[config.mk]
export PLATFORM = sky130hd
export DESIGN_NAME = modulo_address_update
export DESIGN_NICKNAME = d
export VERILOG_FILES = /design/src/modulo_address_pkg.sv /design/src/modulo_calc.sv /design/src/modulo_address_update.sv
export SDC_FILE = /design/constraint.sdc
export NUM_CORES = 1
export LEC_CHECK = 0
export BUFFER_PORTS_ARGS = -buffer_cell sky130_fd_sc_hd__buf_2
export CAP_MARGIN = 10
export CORE_ASPECT_RATIO = 1.2
export CORE_MARGIN = 3
export CORE_UTILIZATION = 45
export DETAILED_ROUTE_END_ITERATION = 12
export MAX_ROUTING_LAYER = met4
export PLACE_DENSITY = 0.73
export SLEW_MARGIN = 20
export SYNTH_ARGS = -nofsm -noshare
export SYNTH_HDL_FRONTEND = slang
export SYNTH_HIERARCHICAL = 1
export SYNTH_SLANG_ARGS = --single-unit
[constraint.sdc]
create_clock -name pclk -period 6.6 [get_ports pclk]
set_input_delay 0 -clock pclk [delete_from_list [all_inputs] [get_ports pclk]]
set_output_delay 0 -clock pclk [all_outputs]
set_load 0.01 [all_outputs]
[src/modulo_address_pkg.sv]
// Constants shared by the modulo address update datapath
package modulo_address_pkg;

	// ----------------------------------------
	// Register map (APB byte addresses)
	// ----------------------------------------
	localparam logic [11:0] ADDR_MODIFIER = 12'h000;
	localparam logic [11:0] ADDR_POINTER_ZERO = 12'h004;
	localparam logic [11:0] ADDR_POINTER_ONE = 12'h008;
	localparam logic [11:0] ADDR_POINTER_TWO = 12'h00C;
	localparam logic [11:0] ADDR_POINTER_THREE = 12'h010;
	localparam logic [11:0] ADDR_STACK_POINTER = 12'h014;
	localparam logic [11:0] ADDR_STATUS = 12'h018;

	// ----------------------------------------
	// Modifier fields and reset
	// ----------------------------------------
	localparam logic [15:0] MODIFIER_RESET = 16'hFFFF;
	localparam int MODE_MSB = 15;
	localparam int MODE_LSB = 14;
	localparam int LENGTH_MSB = 13;
	localparam logic [1:0] MODE_ZERO_ONLY = 2'h0;
	localparam logic [1:0] MODE_BOTH = 2'h2;
	localparam logic [1:0] MODE_LINEAR = 2'h3;
	localparam logic [15:0] POINTER_RESET = 16'h0000;

	// ----------------------------------------
	// Pointer selects and update kinds
	// ----------------------------------------
	localparam logic [2:0] SEL_ZERO = 3'h0;
	localparam logic [2:0] SEL_ONE = 3'h1;
	localparam logic [2:0] SEL_TWO = 3'h2;
	localparam logic [2:0] SEL_THREE = 3'h3;
	localparam logic [2:0] SEL_STACK = 3'h4;

	typedef enum logic [2:0] {
		UPD_NONE = 3'h0,
		UPD_INC = 3'h1,
		UPD_DEC = 3'h2,
		UPD_OFFSET = 3'h3,
		UPD_INDEX_OFFSET = 3'h4,
		UPD_INDEX_LONG = 3'h5
	} update_kind_t;

endpackage : modulo_address_pkg

[src/modulo_calc.sv]
// Combinational modulo or linear pointer arithmetic
`timescale 1ns/100ps
module modulo_calc #(
	parameter int WIDTH = 16,
	parameter int LEN_WIDTH = 14
) (
	// Operands
	input wire logic [WIDTH-1:0] pointer,
	input wire logic [WIDTH-1:0] offset,
	input wire logic [LEN_WIDTH-1:0] length_m1,
	input wire logic use_modulo,
	// Result
	output logic [WIDTH-1:0] result
);
	initial
	begin
		if (LEN_WIDTH >= WIDTH || LEN_WIDTH < 1)
			$error("modulo_calc: LEN_WIDTH must be below WIDTH");
	end

	logic [WIDTH-1:0] mask;
	logic [WIDTH-1:0] low_sum;
	logic [WIDTH-1:0] base;
	logic [WIDTH:0] modulus;
	logic [WIDTH+1:0] reduced;

	always_comb
	begin
		mask = '0;
		for (int b = 0; b < LEN_WIDTH; b++)
			if (length_m1 >= (LEN_WIDTH'(1) << b))
				mask[b] = 1'b1;
		mask[0] = 1'b1;
		base = pointer & ~mask;
		modulus = {{(WIDTH+1-LEN_WIDTH){1'b0}}, length_m1} + (WIDTH+1)'(1);
		low_sum = (pointer & mask) + offset;
		// Signed reduce, offset magnitude at most the modulus assumed
		reduced = {{2{1'b0}}, low_sum & mask};
		if (offset[WIDTH-1])
		begin
			reduced = {{2{1'b0}}, low_sum & mask};
			if ({1'b0, (pointer & mask)} < {1'b0, -offset})
				reduced = (WIDTH+2)'({1'b0, pointer & mask}) +
					(WIDTH+2)'(modulus) - (WIDTH+2)'({1'b0, -offset});
		end
		else
		begin
			// Step past top wraps to base
			if ((WIDTH+2)'({1'b0, pointer & mask}) + (WIDTH+2)'(offset)
				>= (WIDTH+2)'(modulus))
				reduced = (WIDTH+2)'({1'b0, pointer & mask}) +
					(WIDTH+2)'(offset) - (WIDTH+2)'(modulus);
		end
		// Upper bits held; result below modulus
		if (use_modulo)
			result = base | (reduced[WIDTH-1:0] & mask);
		else
			result = pointer + offset;
	end
endmodule : modulo_calc

[src/modulo_address_update.sv]
// Address-update datapath with modulo and linear pointer arithmetic
`timescale 1ns/100ps
module modulo_address_update #(
	parameter int WIDTH = 16
) (
	// Clock and reset
	input wire logic pclk,
	input wire logic presetn,
	// APB slave
	input wire logic psel,
	input wire logic penable,
	input wire logic pwrite,
	input wire logic [11:0] paddr,
	input wire logic [31:0] pwdata,
	input wire logic [3:0] pstrb,
	output logic [31:0] prdata,
	output logic pready,
	output logic pslverr,
	// Update request from the instruction decoder
	input wire logic upd_valid,
	input wire logic [2:0] upd_pointer,
	input wire logic [2:0] upd_kind,
	input wire logic [WIDTH-1:0] upd_offset,
	// Address to data memory
	output logic [WIDTH-1:0] mem_address,
	output logic mem_address_valid
);
	initial
	begin
		if (WIDTH != 16)
			$error("modulo_address_update: WIDTH must be 16");
	end

	// ----------------------------------------
	// State
	// ----------------------------------------
	logic [15:0] address_modifier;
	logic [WIDTH-1:0] pointer_zero;
	logic [WIDTH-1:0] pointer_one;
	logic [WIDTH-1:0] pointer_two;
	logic [WIDTH-1:0] pointer_three;
	logic [WIDTH-1:0] stack_pointer;
	logic [7:0] update_count;

	logic apb_write;
	logic apb_read;
	logic decode_hit;
	logic [WIDTH-1:0] cur_pointer;
	logic [WIDTH-1:0] step;
	logic [WIDTH-1:0] next_pointer;
	logic [WIDTH-1:0] access_address;
	logic use_modulo;
	logic writes_back;
	logic [1:0] mode;

	assign apb_write = psel && penable && pwrite;
	assign apb_read = psel && penable && !pwrite;
	assign pready = 1'b1;
	assign mode = address_modifier[modulo_address_pkg::MODE_MSB:modulo_address_pkg::MODE_LSB];

	// ----------------------------------------
	// Operand selection
	// ----------------------------------------
	always_comb
	begin
		unique case (upd_pointer)
			modulo_address_pkg::SEL_ZERO: cur_pointer = pointer_zero;
			modulo_address_pkg::SEL_ONE: cur_pointer = pointer_one;
			modulo_address_pkg::SEL_TWO: cur_pointer = pointer_two;
			modulo_address_pkg::SEL_THREE: cur_pointer = pointer_three;
			default: cur_pointer = stack_pointer;
		endcase
	end

	always_comb
	begin
		step = '0;
		writes_back = 1'b0;
		unique case (modulo_address_pkg::update_kind_t'(upd_kind))
			modulo_address_pkg::UPD_INC:
			begin
				step = WIDTH'(1);
				writes_back = 1'b1;
			end
			modulo_address_pkg::UPD_DEC:
			begin
				step = '1;
				writes_back = 1'b1;
			end
			modulo_address_pkg::UPD_OFFSET:
			begin
				step = upd_offset;
				writes_back = 1'b1;
			end
			modulo_address_pkg::UPD_INDEX_OFFSET,
			modulo_address_pkg::UPD_INDEX_LONG:
				step = upd_offset;
			default:
				step = '0;
		endcase
	end

	always_comb
	begin
		// One modifier; mode from top bits
		// Shared length; pattern 11 is linear
		unique case (upd_pointer)
			modulo_address_pkg::SEL_ZERO:
				use_modulo = (mode == modulo_address_pkg::MODE_ZERO_ONLY) ||
					(mode == modulo_address_pkg::MODE_BOTH);
			modulo_address_pkg::SEL_ONE:
				use_modulo = (mode == modulo_address_pkg::MODE_BOTH);
			default:
				use_modulo = 1'b0;
		endcase
	end

	// ----------------------------------------
	// Arithmetic
	// ----------------------------------------
	// Modulus from low fourteen bits; used in modes 00 and 10 only
	modulo_calc #(
		.WIDTH(WIDTH),
		.LEN_WIDTH(modulo_address_pkg::LENGTH_MSB + 1)
	) u_calc (
		.pointer(cur_pointer),
		.offset(step),
		.length_m1(address_modifier[modulo_address_pkg::LENGTH_MSB:0]),
		.use_modulo(use_modulo),
		.result(next_pointer)
	);

	// Indexed modes address at the computed value, others at the old pointer
	assign access_address = writes_back ? cur_pointer :
		(upd_kind == 3'(modulo_address_pkg::UPD_NONE) ? cur_pointer : next_pointer);

	always_ff @(posedge pclk or negedge presetn)
	begin
		if (!presetn)
		begin
			mem_address <= '0;
			mem_address_valid <= 1'b0;
		end
		else
		begin
			mem_address <= upd_valid ? access_address : mem_address;
			mem_address_valid <= upd_valid;
		end
	end

	// ----------------------------------------
	// Modifier register
	// ----------------------------------------
	always_ff @(posedge pclk or negedge presetn)
	begin
		if (!presetn)
			address_modifier <= modulo_address_pkg::MODIFIER_RESET;
		else if (apb_write && paddr == modulo_address_pkg::ADDR_MODIFIER)
		begin
			if (pstrb[0])
				address_modifier[7:0] <= pwdata[7:0];
			if (pstrb[1])
				address_modifier[15:8] <= pwdata[15:8];
		end
	end

	// ----------------------------------------
	// Pointer registers
	// ----------------------------------------
	function automatic logic [WIDTH-1:0] merge(input logic [WIDTH-1:0] old,
		input logic [31:0] data, input logic [3:0] strb);
		logic [WIDTH-1:0] r;
		r = old;
		if (strb[0])
			r[7:0] = data[7:0];
		if (strb[1])
			r[15:8] = data[15:8];
		return r;
	endfunction : merge

	function automatic logic hit(input logic [2:0] sel, input logic [2:0] idx);
		return upd_valid && writes_back && sel == idx;
	endfunction : hit

	// Write back on the access edge; calculator result used, modulo or linear
	always_ff @(posedge pclk or negedge presetn)
	begin
		if (!presetn)
		begin
			pointer_zero <= modulo_address_pkg::POINTER_RESET;
			pointer_one <= modulo_address_pkg::POINTER_RESET;
			pointer_two <= modulo_address_pkg::POINTER_RESET;
			pointer_three <= modulo_address_pkg::POINTER_RESET;
			stack_pointer <= modulo_address_pkg::POINTER_RESET;
		end
		else
		begin
			// Core update wins over a software write in the same cycle
			if (hit(upd_pointer, modulo_address_pkg::SEL_ZERO))
				pointer_zero <= next_pointer;
			else if (apb_write && paddr == modulo_address_pkg::ADDR_POINTER_ZERO)
				pointer_zero <= merge(pointer_zero, pwdata, pstrb);
			if (hit(upd_pointer, modulo_address_pkg::SEL_ONE))
				pointer_one <= next_pointer;
			else if (apb_write && paddr == modulo_address_pkg::ADDR_POINTER_ONE)
				pointer_one <= merge(pointer_one, pwdata, pstrb);
			if (hit(upd_pointer, modulo_address_pkg::SEL_TWO))
				pointer_two <= next_pointer;
			else if (apb_write && paddr == modulo_address_pkg::ADDR_POINTER_TWO)
				pointer_two <= merge(pointer_two, pwdata, pstrb);
			if (hit(upd_pointer, modulo_address_pkg::SEL_THREE))
				pointer_three <= next_pointer;
			else if (apb_write && paddr == modulo_address_pkg::ADDR_POINTER_THREE)
				pointer_three <= merge(pointer_three, pwdata, pstrb);
			if (upd_valid && writes_back && upd_pointer >= modulo_address_pkg::SEL_STACK)
				stack_pointer <= next_pointer;
			else if (apb_write && paddr == modulo_address_pkg::ADDR_STACK_POINTER)
				stack_pointer <= merge(stack_pointer, pwdata, pstrb);
		end
	end

	always_ff @(posedge pclk or negedge presetn)
	begin
		if (!presetn)
			update_count <= 8'h00;
		else if (upd_valid && writes_back)
			update_count <= update_count + 8'h01;
	end

	// ----------------------------------------
	// APB read path
	// ----------------------------------------
	always_comb
	begin
		decode_hit = 1'b1;
		unique case (paddr)
			modulo_address_pkg::ADDR_MODIFIER,
			modulo_address_pkg::ADDR_POINTER_ZERO,
			modulo_address_pkg::ADDR_POINTER_ONE,
			modulo_address_pkg::ADDR_POINTER_TWO,
			modulo_address_pkg::ADDR_POINTER_THREE,
			modulo_address_pkg::ADDR_STACK_POINTER,
			modulo_address_pkg::ADDR_STATUS: decode_hit = 1'b1;
			default: decode_hit = 1'b0;
		endcase
	end

	assign pslverr = psel && penable && !decode_hit;

	always_ff @(posedge pclk or negedge presetn)
	begin
		if (!presetn)
			prdata <= 32'h0000_0000;
		else if (psel && !penable && !pwrite)
		begin
			unique case (paddr)
				modulo_address_pkg::ADDR_MODIFIER: prdata <= {16'h0000, address_modifier};
				modulo_address_pkg::ADDR_POINTER_ZERO: prdata <= {16'h0000, pointer_zero};
				modulo_address_pkg::ADDR_POINTER_ONE: prdata <= {16'h0000, pointer_one};
				modulo_address_pkg::ADDR_POINTER_TWO: prdata <= {16'h0000, pointer_two};
				modulo_address_pkg::ADDR_POINTER_THREE: prdata <= {16'h0000, pointer_three};
				modulo_address_pkg::ADDR_STACK_POINTER: prdata <= {16'h0000, stack_pointer};
				modulo_address_pkg::ADDR_STATUS: prdata <= {20'h00000, update_count, 2'h0, mode};
				default: prdata <= 32'h0000_0000;
			endcase
		end
	end
endmodule : modulo_address_update

## Word level (Yosys, flattened, before mapping)

Index checks and enable logic that the tools add are counted.

- $add $sub $neg: 9
- $lt $le $gt $ge: 16
- Equality and inequality tests: 15
- Mux-type cells: 37
- Bitwise gates (word level): 6
- Reductions and logical operators: 55

Operators with widths:

| kind | number |
|---|---|
| 16-bit 2-to-1 mux | 16 |
| 16-bit case mux with 7 select lines | 1 |
| 16-bit case mux with 4 select lines | 1 |
| 16-bit by 14-bit bitwise AND with 16-bit output | 3 |
| 16-bit case mux with 3 select lines | 1 |
| 12-bit by 5-bit == test with 1-bit output (second input constant) | 3 |
| 16-bit adder | 2 |
| 16-bit subtractor | 2 |
| 2-bit nonzero test | 15 |
| 12-bit by 4-bit == test with 1-bit output (second input constant) | 2 |
| 2-bit AND reduction | 12 |
| 16-bit by 16-bit adder with 17-bit output | 1 |
| 17-bit by 15-bit >= comparator with 1-bit output | 1 |
| 1-bit logical AND | 17 |
| 16-bit by 15-bit adder with 16-bit output | 1 |
| 16-bit bitwise AND | 1 |
| 16-bit < comparator | 1 |
| 8-bit 2-to-1 mux | 2 |
| 16-bit negator | 1 |
| 14-bit inverter with 16-bit output | 1 |
| 16-bit bitwise OR | 1 |
| 14-bit by 1-bit adder with 15-bit output (second input constant) | 1 |
| 1-bit 2-to-1 mux | 15 |
| 14-bit by 10-bit >= comparator with 1-bit output (second input constant) | 1 |
| 27 further kinds | 36 |

- Bits in registers: 153
- Input port bits: 76
- Output and inout bits: 51
- Logic and storage cells: 154

## Longest topological paths before layout

Gate-level depths: netlist of the first run.

- Depth in word-level cells: 12
- Gate-level depth with buffers: 26
- Mapped depth without buffers: 24

## By module

The synthesis of the first run kept the hierarchy.

Modules (own cells, without submodules):

| module | instances | cells each | area each (um^2) | seq. area each (um^2) |
|---|---|---|---|---|
| modulo_address_update | 1 | 721 | 8296.7 | 3448.3 |
| modulo_calc | 1 | 701 | 4889.7 | 0.0 |

## Worst setup path after synthesis of the first run

Ideal clock, no wire load.

- Kind: reg-to-reg
- Start: register address_modifier[10]
- End: register pointer_zero[7]
- Library setup time: 125 ps
- Arrival: 5823 ps
- Data required time: 6475 ps
- Path slack: 652 ps
- Cell stages (with the launch flop): 25
- Buffers on the path: 1
- Period minus slack after synthesis: 5948 ps
- Path through: dfstp_2 -> clkbuf_1 -> nor3_1 -> nand3_1 -> or2_2 -> o21ai_0 -> inv_1 -> ha_1 -> and2_1 -> a221oi_1 -> o211ai_1 -> a31o_4 -> a31oi_1 -> xnor2_1 -> ha_1 -> a21o_1 -> a211oi_1 -> o21ai_0 -> a31oi_1 -> o311ai_2 -> or4_1 -> o31ai_1 -> o21ai_1 -> mux2_2 -> mux2_2

- Longest elaborated chain between the ends: 11
- Elaborated cells between the ends (all ways): 45
- Those cells by class: 6 x add/sub; 15 x order compare; 18 x mux; 6 x bitwise

RTL lines:

| what | line | source |
|---|---|---|
| start: declaration | modulo_address_update.sv:37 | `logic [15:0] address_modifier;` |
| start signal: assignment | modulo_address_update.sv:157 | `address_modifier <= modulo_address_pkg::MODIFIER_RESET;` |
| start signal: assignment | modulo_address_update.sv:163 | `address_modifier[15:8] <= pwdata[15:8];` |
| 14-bit by 2-bit >= comparator with 1-bit output, or another cell as far along | modulo_calc.sv:31 | `if (length_m1 >= (LEN_WIDTH'(1) << b))` |
| 1-bit 2-to-1 mux | modulo_calc.sv:31 |  |
| 16-bit by 14-bit bitwise AND with 16-bit output | n/a |  |
| 16-bit by 16-bit adder with 17-bit output, or another cell as far along | modulo_calc.sv:49 | `if ((WIDTH+2)'({1'b0, pointer & mask}) + (WIDTH+2)'(offset)` |
| 16-bit subtractor, or another cell as far along | modulo_calc.sv:52 | `(WIDTH+2)'(offset) - (WIDTH+2)'(modulus);` |
| 16-bit 2-to-1 mux (on tied branches) | modulo_calc.sv:49, modulo_calc.sv:42 |  |
| 16-bit 2-to-1 mux | modulo_calc.sv:39 | `if (offset[WIDTH-1])` |
| 16-bit by 14-bit bitwise AND with 16-bit output | modulo_calc.sv:56 | `result = base \| (reduced[WIDTH-1:0] & mask);` |
| 16-bit bitwise OR (*) | modulo_calc.sv:56 |  |
| 16-bit 2-to-1 mux (*) | modulo_calc.sv:55 | `if (use_modulo)` |
| via next_pointer[7] | modulo_address_update.sv:50 | `logic [WIDTH-1:0] next_pointer;` |
| 16-bit 2-to-1 mux (*) | modulo_address_update.sv:199 | `if (hit(upd_pointer, modulo_address_pkg::SEL_ZERO))` |
| end signal: assignment | modulo_address_update.sv:190 | `pointer_zero <= modulo_address_pkg::POINTER_RESET;` |
| end signal: assignment | modulo_address_update.sv:200 | `pointer_zero <= next_pointer;` |
| end signal: assignment | modulo_address_update.sv:202 | `pointer_zero <= merge(pointer_zero, pwdata, pstrb);` |
| end: declaration | modulo_address_update.sv:38 | `logic [WIDTH-1:0] pointer_zero;` |

The timed path passes the listed nets; every way through them passes the cells marked *.
A chain may end at the register's enable or synchronous reset.

## Final worst setup path of the first run

- Start: register address_modifier[5]
- End: register pointer_one[10]

- Longest elaborated chain between the ends: 11
- Elaborated cells between the ends (all ways): 45
- Those cells by class: 6 x add/sub; 15 x order compare; 18 x mux; 6 x bitwise

RTL lines:

| what | line | source |
|---|---|---|
| start signal: assignment | modulo_address_update.sv:157 |  |
| start signal: assignment | modulo_address_update.sv:161 | `address_modifier[7:0] <= pwdata[7:0];` |
| 14-bit by 2-bit >= comparator with 1-bit output, or another cell as far along | modulo_calc.sv:31 |  |
| 1-bit 2-to-1 mux | modulo_calc.sv:31 |  |
| 16-bit by 14-bit bitwise AND with 16-bit output | n/a |  |
| 16-bit by 16-bit adder with 17-bit output, or another cell as far along | modulo_calc.sv:49 |  |
| 16-bit subtractor, or another cell as far along | modulo_calc.sv:52 |  |
| 16-bit 2-to-1 mux (on tied branches) | modulo_calc.sv:49, modulo_calc.sv:42 |  |
| 16-bit 2-to-1 mux | modulo_calc.sv:39 |  |
| 16-bit by 14-bit bitwise AND with 16-bit output | modulo_calc.sv:56 |  |
| 16-bit bitwise OR (*) | modulo_calc.sv:56 |  |
| 16-bit 2-to-1 mux (*) | modulo_calc.sv:55 |  |
| via next_pointer[10] | modulo_address_update.sv:50 |  |
| 16-bit 2-to-1 mux (*) | modulo_address_update.sv:203 | `if (hit(upd_pointer, modulo_address_pkg::SEL_ONE))` |
| end signal: assignment | modulo_address_update.sv:191 | `pointer_one <= modulo_address_pkg::POINTER_RESET;` |
| end signal: assignment | modulo_address_update.sv:204 | `pointer_one <= next_pointer;` |
| end signal: assignment | modulo_address_update.sv:206 | `pointer_one <= merge(pointer_one, pwdata, pstrb);` |
| end: declaration | modulo_address_update.sv:39 | `logic [WIDTH-1:0] pointer_one;` |

Marked as above.

==> flow_metrics.env, run 1 <==
export IMPL_yosys_warnings=6
export IMPL_fin_skew_ns=0.00839
export IMPL_path_cells="nor4_1, nand4_1, nor3_1, nor2_1, ha_1, a211o_1, a221oi_2, o211ai_1, a31o_4, buf_4, xor2_1, ha_1, nand4_1, buf_4, a21oi_1, o311ai_0, nand3b_1, xor2_1, o21ai_0, a21o_1, a31oi_1, mux2_2, mux2_2"
export IMPL_grt_pass1_wl_um=69800
export IMPL_hold_viol_final=0
export IMPL_final_cell_mix="mux2_2, dfrtp_1, buf_2, buf_4, nor2_1"
export IMPL_crit_family="compound AO/OA/AOI/OAI gates"
export IMPL_grt_max_degree=77
export IMPL_setup_violations=0
export IMPL_h_tree_depth=4
export IMPL_gp_congestion=0.940
export IMPL_arrival_ns=6.73
export IMPL_die_width_um=162
export IMPL_initial_utilization=0.457
export IMPL_routed_wl_um=44800
export IMPL_synthCells=1422
export IMPL_diodes=0
export IMPL_numCtsBuffers=17
export IMPL_grt_overflow=0
export IMPL_synth_area_leaders="dfrtp_1, mux2_2, ha_1"
export IMPL_pin_count=127
export IMPL_critPathMaxFanout=11
export IMPL_start_kind="register"
export IMPL_worst_path_max_delay_cell="o311ai_0"
export IMPL_synth_top_area_cell="dfrtp_1"
export IMPL_synthArstFlopShare=1.00
export IMPL_wl_per_cell_um=22.7
export IMPL_fill_cells=2562
export IMPL_switching_power_uw=1450
export IMPL_netlist_area_um2=13200
export IMPL_placed_area_um2=14500
export IMPL_grtUsageTotal=0.291
export IMPL_die_h_um=194
export IMPL_numPortBuffers=91
export IMPL_fp_dieArea_um2=31400
export IMPL_synthFlopType="dfrtp_1"
export IMPL_final_area_um2=15300
export IMPL_row_count=68
export IMPL_maxCapViolCount=0
export IMPL_period_minus_slack_ns=6.37
export IMPL_vias_per_cell=6.30
export IMPL_clk_path_buf_depth=2
export IMPL_cts_setup_buffers=0
export IMPL_syn2layout_area_growth_pct=16.1
export IMPL_clk_latency_ns=0.43
export IMPL_synth_seq_cells=137
export IMPL_synth_edf_count=0
export IMPL_dp_final_hpwl_um=33500
export IMPL_p_seq_frac=0.317
export IMPL_hold_class="in -> reg"
export IMPL_max_freq_ghz=0.157
export IMPL_clkPwrFrac=0.260
export IMPL_synth_cell_types=88
export IMPL_setup_tns_ns=0
export IMPL_cts_tree="done"
export IMPL_vias=12400
export IMPL_cp_num_buf_inv=2
export IMPL_cp_slowest_stage_delay_ns=0.66
export IMPL_crit_required_ns=6.97
export IMPL_clock_sinks=137
export IMPL_p_comb_frac=0.423
export IMPL_worst_slew_pin_slew_ns=1.13
export IMPL_slew_viol_final=0
export IMPL_drt_pass1_iter_count=6
export IMPL_first_iter_violations=1047
export IMPL_vdd_ir_drop_max_uv=209
export IMPL_synth_top_area_frac=0.230
export IMPL_maxSlewHeadroom=0.239
export IMPL_syn_avg_cell_area_um2=9.27
export IMPL_drcViolationCount=0
export IMPL_layout_drive_gt1_share=0.273
export IMPL_clock_root_buffer="clkbuf_16"
export IMPL_swShare=0.373
export IMPL_status="completed"
export IMPL_layout_commonest_cell="mux2_2"
export IMPL_path_clk_slew_ns=0.06
export IMPL_endpoint_kind="register"
export IMPL_cellLeakagePower_uw=0.00676
export IMPL_postRouteAntennaNets=0
export IMPL_grt_setup_unrepaired="false"
export IMPL_seq_area_frac_synth=0.262
export IMPL_period_share=0.965
export IMPL_fp_coreArea_um2=28800
export IMPL_critPathKind="reg -> reg"
export IMPL_p_int_uw=2450
export IMPL_p_per_area_nw_per_um2=255
export IMPL_antenna_found_initial=0
export IMPL_grt_pass1_vias=12500
export IMPL_finalPower_uw=3900
export IMPL_nets=1733
==> cells in the mapped netlist, types with 17 or more instances <==
master / number
inv_1: 77
mux2i_1: 45
clkbuf_1: 44
a31oi_1: 33
nand2b_1: 20
nor2_1: 83
nor4_1: 18
nor3_1: 31
nand2_1: 66
a21o_1: 18
xor2_1: 32
o21ai_0: 73
nor2b_1: 39
buf_4: 17
a21oi_1: 69
a22oi_1: 19
ha_1: 71
mux2_2: 141
nand3_1: 47
dfrtp_1: 121
xnor2_1: 46
mux4_2: 22
a221o_1: 17
==> registers in the layout, indices dropped and copies added (netlist names) <==
name and count:
address_modifier 16, mem_address 16, pointer_one 16, pointer_three 16, pointer_two 16, pointer_zero 16
prdata 16, stack_pointer 16, update_count 8, mem_address_valid 1
==> kinds of logic (layout without fill, tap and decap cells) <==
group	after synthesis	in the layout	synth area share
AO/OA/AOI/OAI	358	358	0.191
XOR/XNOR	79	79	0.0530
buffers and inverters	164	310	0.0544
other	2	17	0.000570
multiplexers	208	208	0.192
adder cells (fa/ha/maj)	87	87	0.0917
flip-flops	137	137	0.262
AND/OR/NAND/NOR	387	387	0.156
==> power by group through the flow <==
stage / Clock [uW] / Sequential (uW) / Combinational, uW
6_report: 1010 / 1240 / 1650
5_1_grt: 1060 / 1260 / 1800
4_1_cts: 1020 / 1230 / 1620
3_5_place_dp: 0 / 1240 / 1590
3_3_place_gp: 0 / 1220 / 1560
2_1_floorplan: 0 / 1190 / 1070
==> worst min-delay path: cells and delay by family <==
| kind | cells | cell delay [ns] |
|---|---|---|
| compound gates | 1 | 0.07 |
| buf+inv | 1 | 0.11 |
| mux | 1 | 0.13 |
| simple gates | 1 | 0.10 |
==> through the flow <==
stage	std cells	hold WS, ns	utilization	setup WS, ns
floorplan	1437	-0.296	-	0.652
global placement	1918	0.0235	0.502	0.467
detailed placement	1918	0.0301	0.502	0.357
CTS	1968	0.00137	0.530	0.281
global route	1968	0.0559	0.531	0.0737
finish	1968	0.0179	0.531	0.232
==> layer usage <==
| metal | part of all wire | GRT usage |
|---|---|---|
| met4 | 0.040 | 0.112 |
| met3 | 0.068 | 0.0379 |
| met1 | 0.40 | 0.356 |
| met2 | 0.49 | 0.488 |
| met5 | 0 | - |
==> worst paths after layout <==
check	start	to	slack, ns	depth (start not counted)
setup reg to reg	address_modifier[5]	pointer_one[10]	0.23	23
hold reg to reg	update_count[7]	update_count[7]	0.48	1
setup / recovery	address_modifier[5]	pointer_one[10]	0.23	23
hold / removal	pwrite	prdata[13]	0.02	4
max in group asynchronous	presetn	mem_address[2]	5.05	3
min in group asynchronous	presetn	pointer_one[14]	0.11	2
==> layout make-up <==
type / instances / area (um2) / share of cell area
clock inverter: 10 / 143 / 0.00932
sequential: 137 / 3450 / 0.225
multi-input combinational: 1136 / 9110 / 0.595
inverter: 79 / 298 / 0.0194
timing repair buffer: 199 / 1340 / 0.0877
tap: 385 / 482 / 0.0315
clock buffer: 22 / 484 / 0.0316
==> timing repair <==
item | in CTS | in global routing
endpoints found under the setup margin | 0 | 29
gates resized for setup | 0 | 4
endpoints found under the hold margin | 110 | 0
hold buffers | 18 | 0
(Power assumes the default switching activity.)
==> run 2: changes to the inputs <==
- PLACE_DENSITY: 0.73 -> 0.76
- clock period: 6.6 -> 5.5 ns (I/O delays scaled with it)
==> run 2 against run 1 <==
Compared with the run above: the flow now finishes with violations (negative setup slack); clock power grew 9%; first-iteration DRC count is 39% higher; combinational power up 67%; core utilization up 7.8 points; hold slack worse by 0.0092 ns; die area unchanged; power increased by 37%; via count is 8.7% higher; fmax is 7.3% higher; design area up 15%; final cell count increased by 9.5%; largest cell class unchanged.
==> flow_metrics.env, run 2 (synthesis results as in run 1) <==
export IMPL_status="finished, violations left"
export IMPL_violations="negative setup slack"
export IMPL_dp_final_hpwl_um=35700
export IMPL_max_freq_ghz=0.168
export IMPL_slew_viol_final=0
export IMPL_pin_count=127
export IMPL_first_iter_violations=1453
export IMPL_h_tree_depth=4
export IMPL_critPathMaxFanout=5
export IMPL_fin_skew_ns=0.0109
export IMPL_drcViolationCount=0
export IMPL_seq_area_um2=3450
export IMPL_cellLeakagePower_uw=0.00792
export IMPL_routed_wl_um=49300
export IMPL_setup_violations=82
export IMPL_clk_path_buf_depth=2
export IMPL_grt_max_degree=71
export IMPL_hold_viol_final=0
export IMPL_endpoint_kind="register"
export IMPL_grtUsageTotal=0.308
export IMPL_arrival_ns=6.25
export IMPL_cp_slowest_stage_delay_ns=0.51
export IMPL_crit_required_ns=5.81
export IMPL_antenna_found_initial=1
export IMPL_p_per_area_nw_per_um2=303
export IMPL_postRouteAntennaNets=0
export IMPL_final_cell_mix="buf_4, dfrtp_1, mux2_2, buf_2, inv_1"
export IMPL_clock_root_buffer="clkbuf_16"
export IMPL_start_kind="register"
export IMPL_use_met1=0.383
export IMPL_vias=13500
export IMPL_vdd_ir_drop_max_uv=273
export IMPL_crit_top_cell="mux2_4"
export IMPL_maxCapViolCount=0
export IMPL_period_share=1.08
export IMPL_diodes=0
export IMPL_gp_congestion=0.991
export IMPL_maxSlewHeadroom=0.198
export IMPL_holdWs_ns=0.00872
export IMPL_syn2layout_area_growth_pct=33.3
export IMPL_row_count=68
export IMPL_multi_input_area_um2=9930
export IMPL_wl_per_cell_um=22.9
export IMPL_layout_commonest_cell="buf_4"
export IMPL_busiest_layer="met2"
export IMPL_fp_dieArea_um2=31400
export IMPL_fill_cells=2340
export IMPL_nets=1919
export IMPL_worst_path_max_delay_cell="mux4_2"
export IMPL_fp_coreArea_um2=28800
export IMPL_grt_pass1_wl_um=74300
export IMPL_initial_utilization=0.457
export IMPL_die_width_um=162
export IMPL_pre_cts_ws_ns=-0.603
export IMPL_worst_slew_pin_slew_ns=1.19
export IMPL_grt_overflow=0
export IMPL_grt_use_met3=0.0270
export IMPL_drt_pass1_iter_count=6
export IMPL_grt_use_met2=0.512
export IMPL_grt_pass1_vias=13400
export IMPL_period_minus_slack_ns=5.94
export IMPL_die_h_um=194
export IMPL_path_clk_slew_ns=0.07
export IMPL_vias_per_cell=6.25
export IMPL_cts_tree="done"
export IMPL_numCtsBuffers=17
export IMPL_clock_sinks=137
export IMPL_critPathKind="reg -> reg"
export IMPL_setup_ws_ns=-0.436
export IMPL_grt_setup_unrepaired="true"
export IMPL_clk_latency_ns=0.43
export IMPL_hold_class="in -> reg"
export IMPL_layout_drive_gt1_share=0.402
export IMPL_numPortBuffers=91
-- run 2: final timing paths --
kind | cells past startpoint | to | from | slack, ns
setup / recovery | 25 | pointer_one[4] | pointer_three[1] | -0.44
hold / removal | 4 | prdata[13] | pwrite | 0.009
setup reg to reg | 25 | pointer_one[4] | pointer_three[1] | -0.44
hold reg to reg | 2 | prdata[14] | prdata[14] | 0.49
max in group asynchronous | 3 | mem_address[3] | presetn | 4.00
min in group asynchronous | 2 | pointer_one[10] | presetn | 0.16
-- run 2: area by class of cell --
class,instances,area share
Multi-Input combinational cell,1136,0.565
Timing Repair Buffer,385,0.163
Clock buffer,18,0.0244
Clock inverter,14,0.00712
Sequential cell,137,0.196
Inverter,79,0.0171
Tap cell,385,0.0274
-- run 2: critical path: cells and delay by family, from the launching register on --
family / cells / cell delay [ns]
AO/OA/AOI/OAI: 9 / 2.05
multiplexers: 6 / 1.70
AND/OR/NAND/NOR: 4 / 0.65
adder cells (fa/ha/maj): 2 / 0.51
flip-flops: 1 / 0.41
buffers and inverters: 3 / 0.35
XOR/XNOR: 1 / 0.14
-- run 2: through the flow --
| stage | area (um2) | total power (uW) | utilization | instances | setup TNS [ns] |
|---|---|---|---|---|---|
| 3_5_place_dp | 15700 | 3670 | 0.543 | 2064 | -35.46 |
| 5_1_grt | 17600 | 5560 | 0.609 | 2154 | -32.16 |
| 6_report | 17600 | 5330 | 0.609 | 2154 | -21.10 |
| 4_1_cts | 16900 | 4950 | 0.586 | 2132 | -4.75 |
| 2_1_floorplan | 13300 | 2710 | - | 1437 | 0 |
| 3_3_place_gp | 15700 | 3600 | 0.543 | 2064 | -32.02 |
-- run 2: power breakdown --
part           internal (uW)  leakage, uW  switching [uW]
Sequential              1260      0.00165             223
Clock                    622     0.000255             476
Combinational           1380      0.00601            1370
-- run 2: per-layer routing --
metal,vias up,wire (um)
li1,5937,-
met1,6597,19600
met2,757,24100
met3,175,3220
met4,0,2350
met5,-,0
-- run 2: repair_timing --
item,CTS,global route
setup endpoints to repair,84,84
setup buffers,21,28
resized for setup,81,118
hold endpoints to repair,118,0
pin swaps,43,65
gates cloned,0,0
hold buffers,18,0
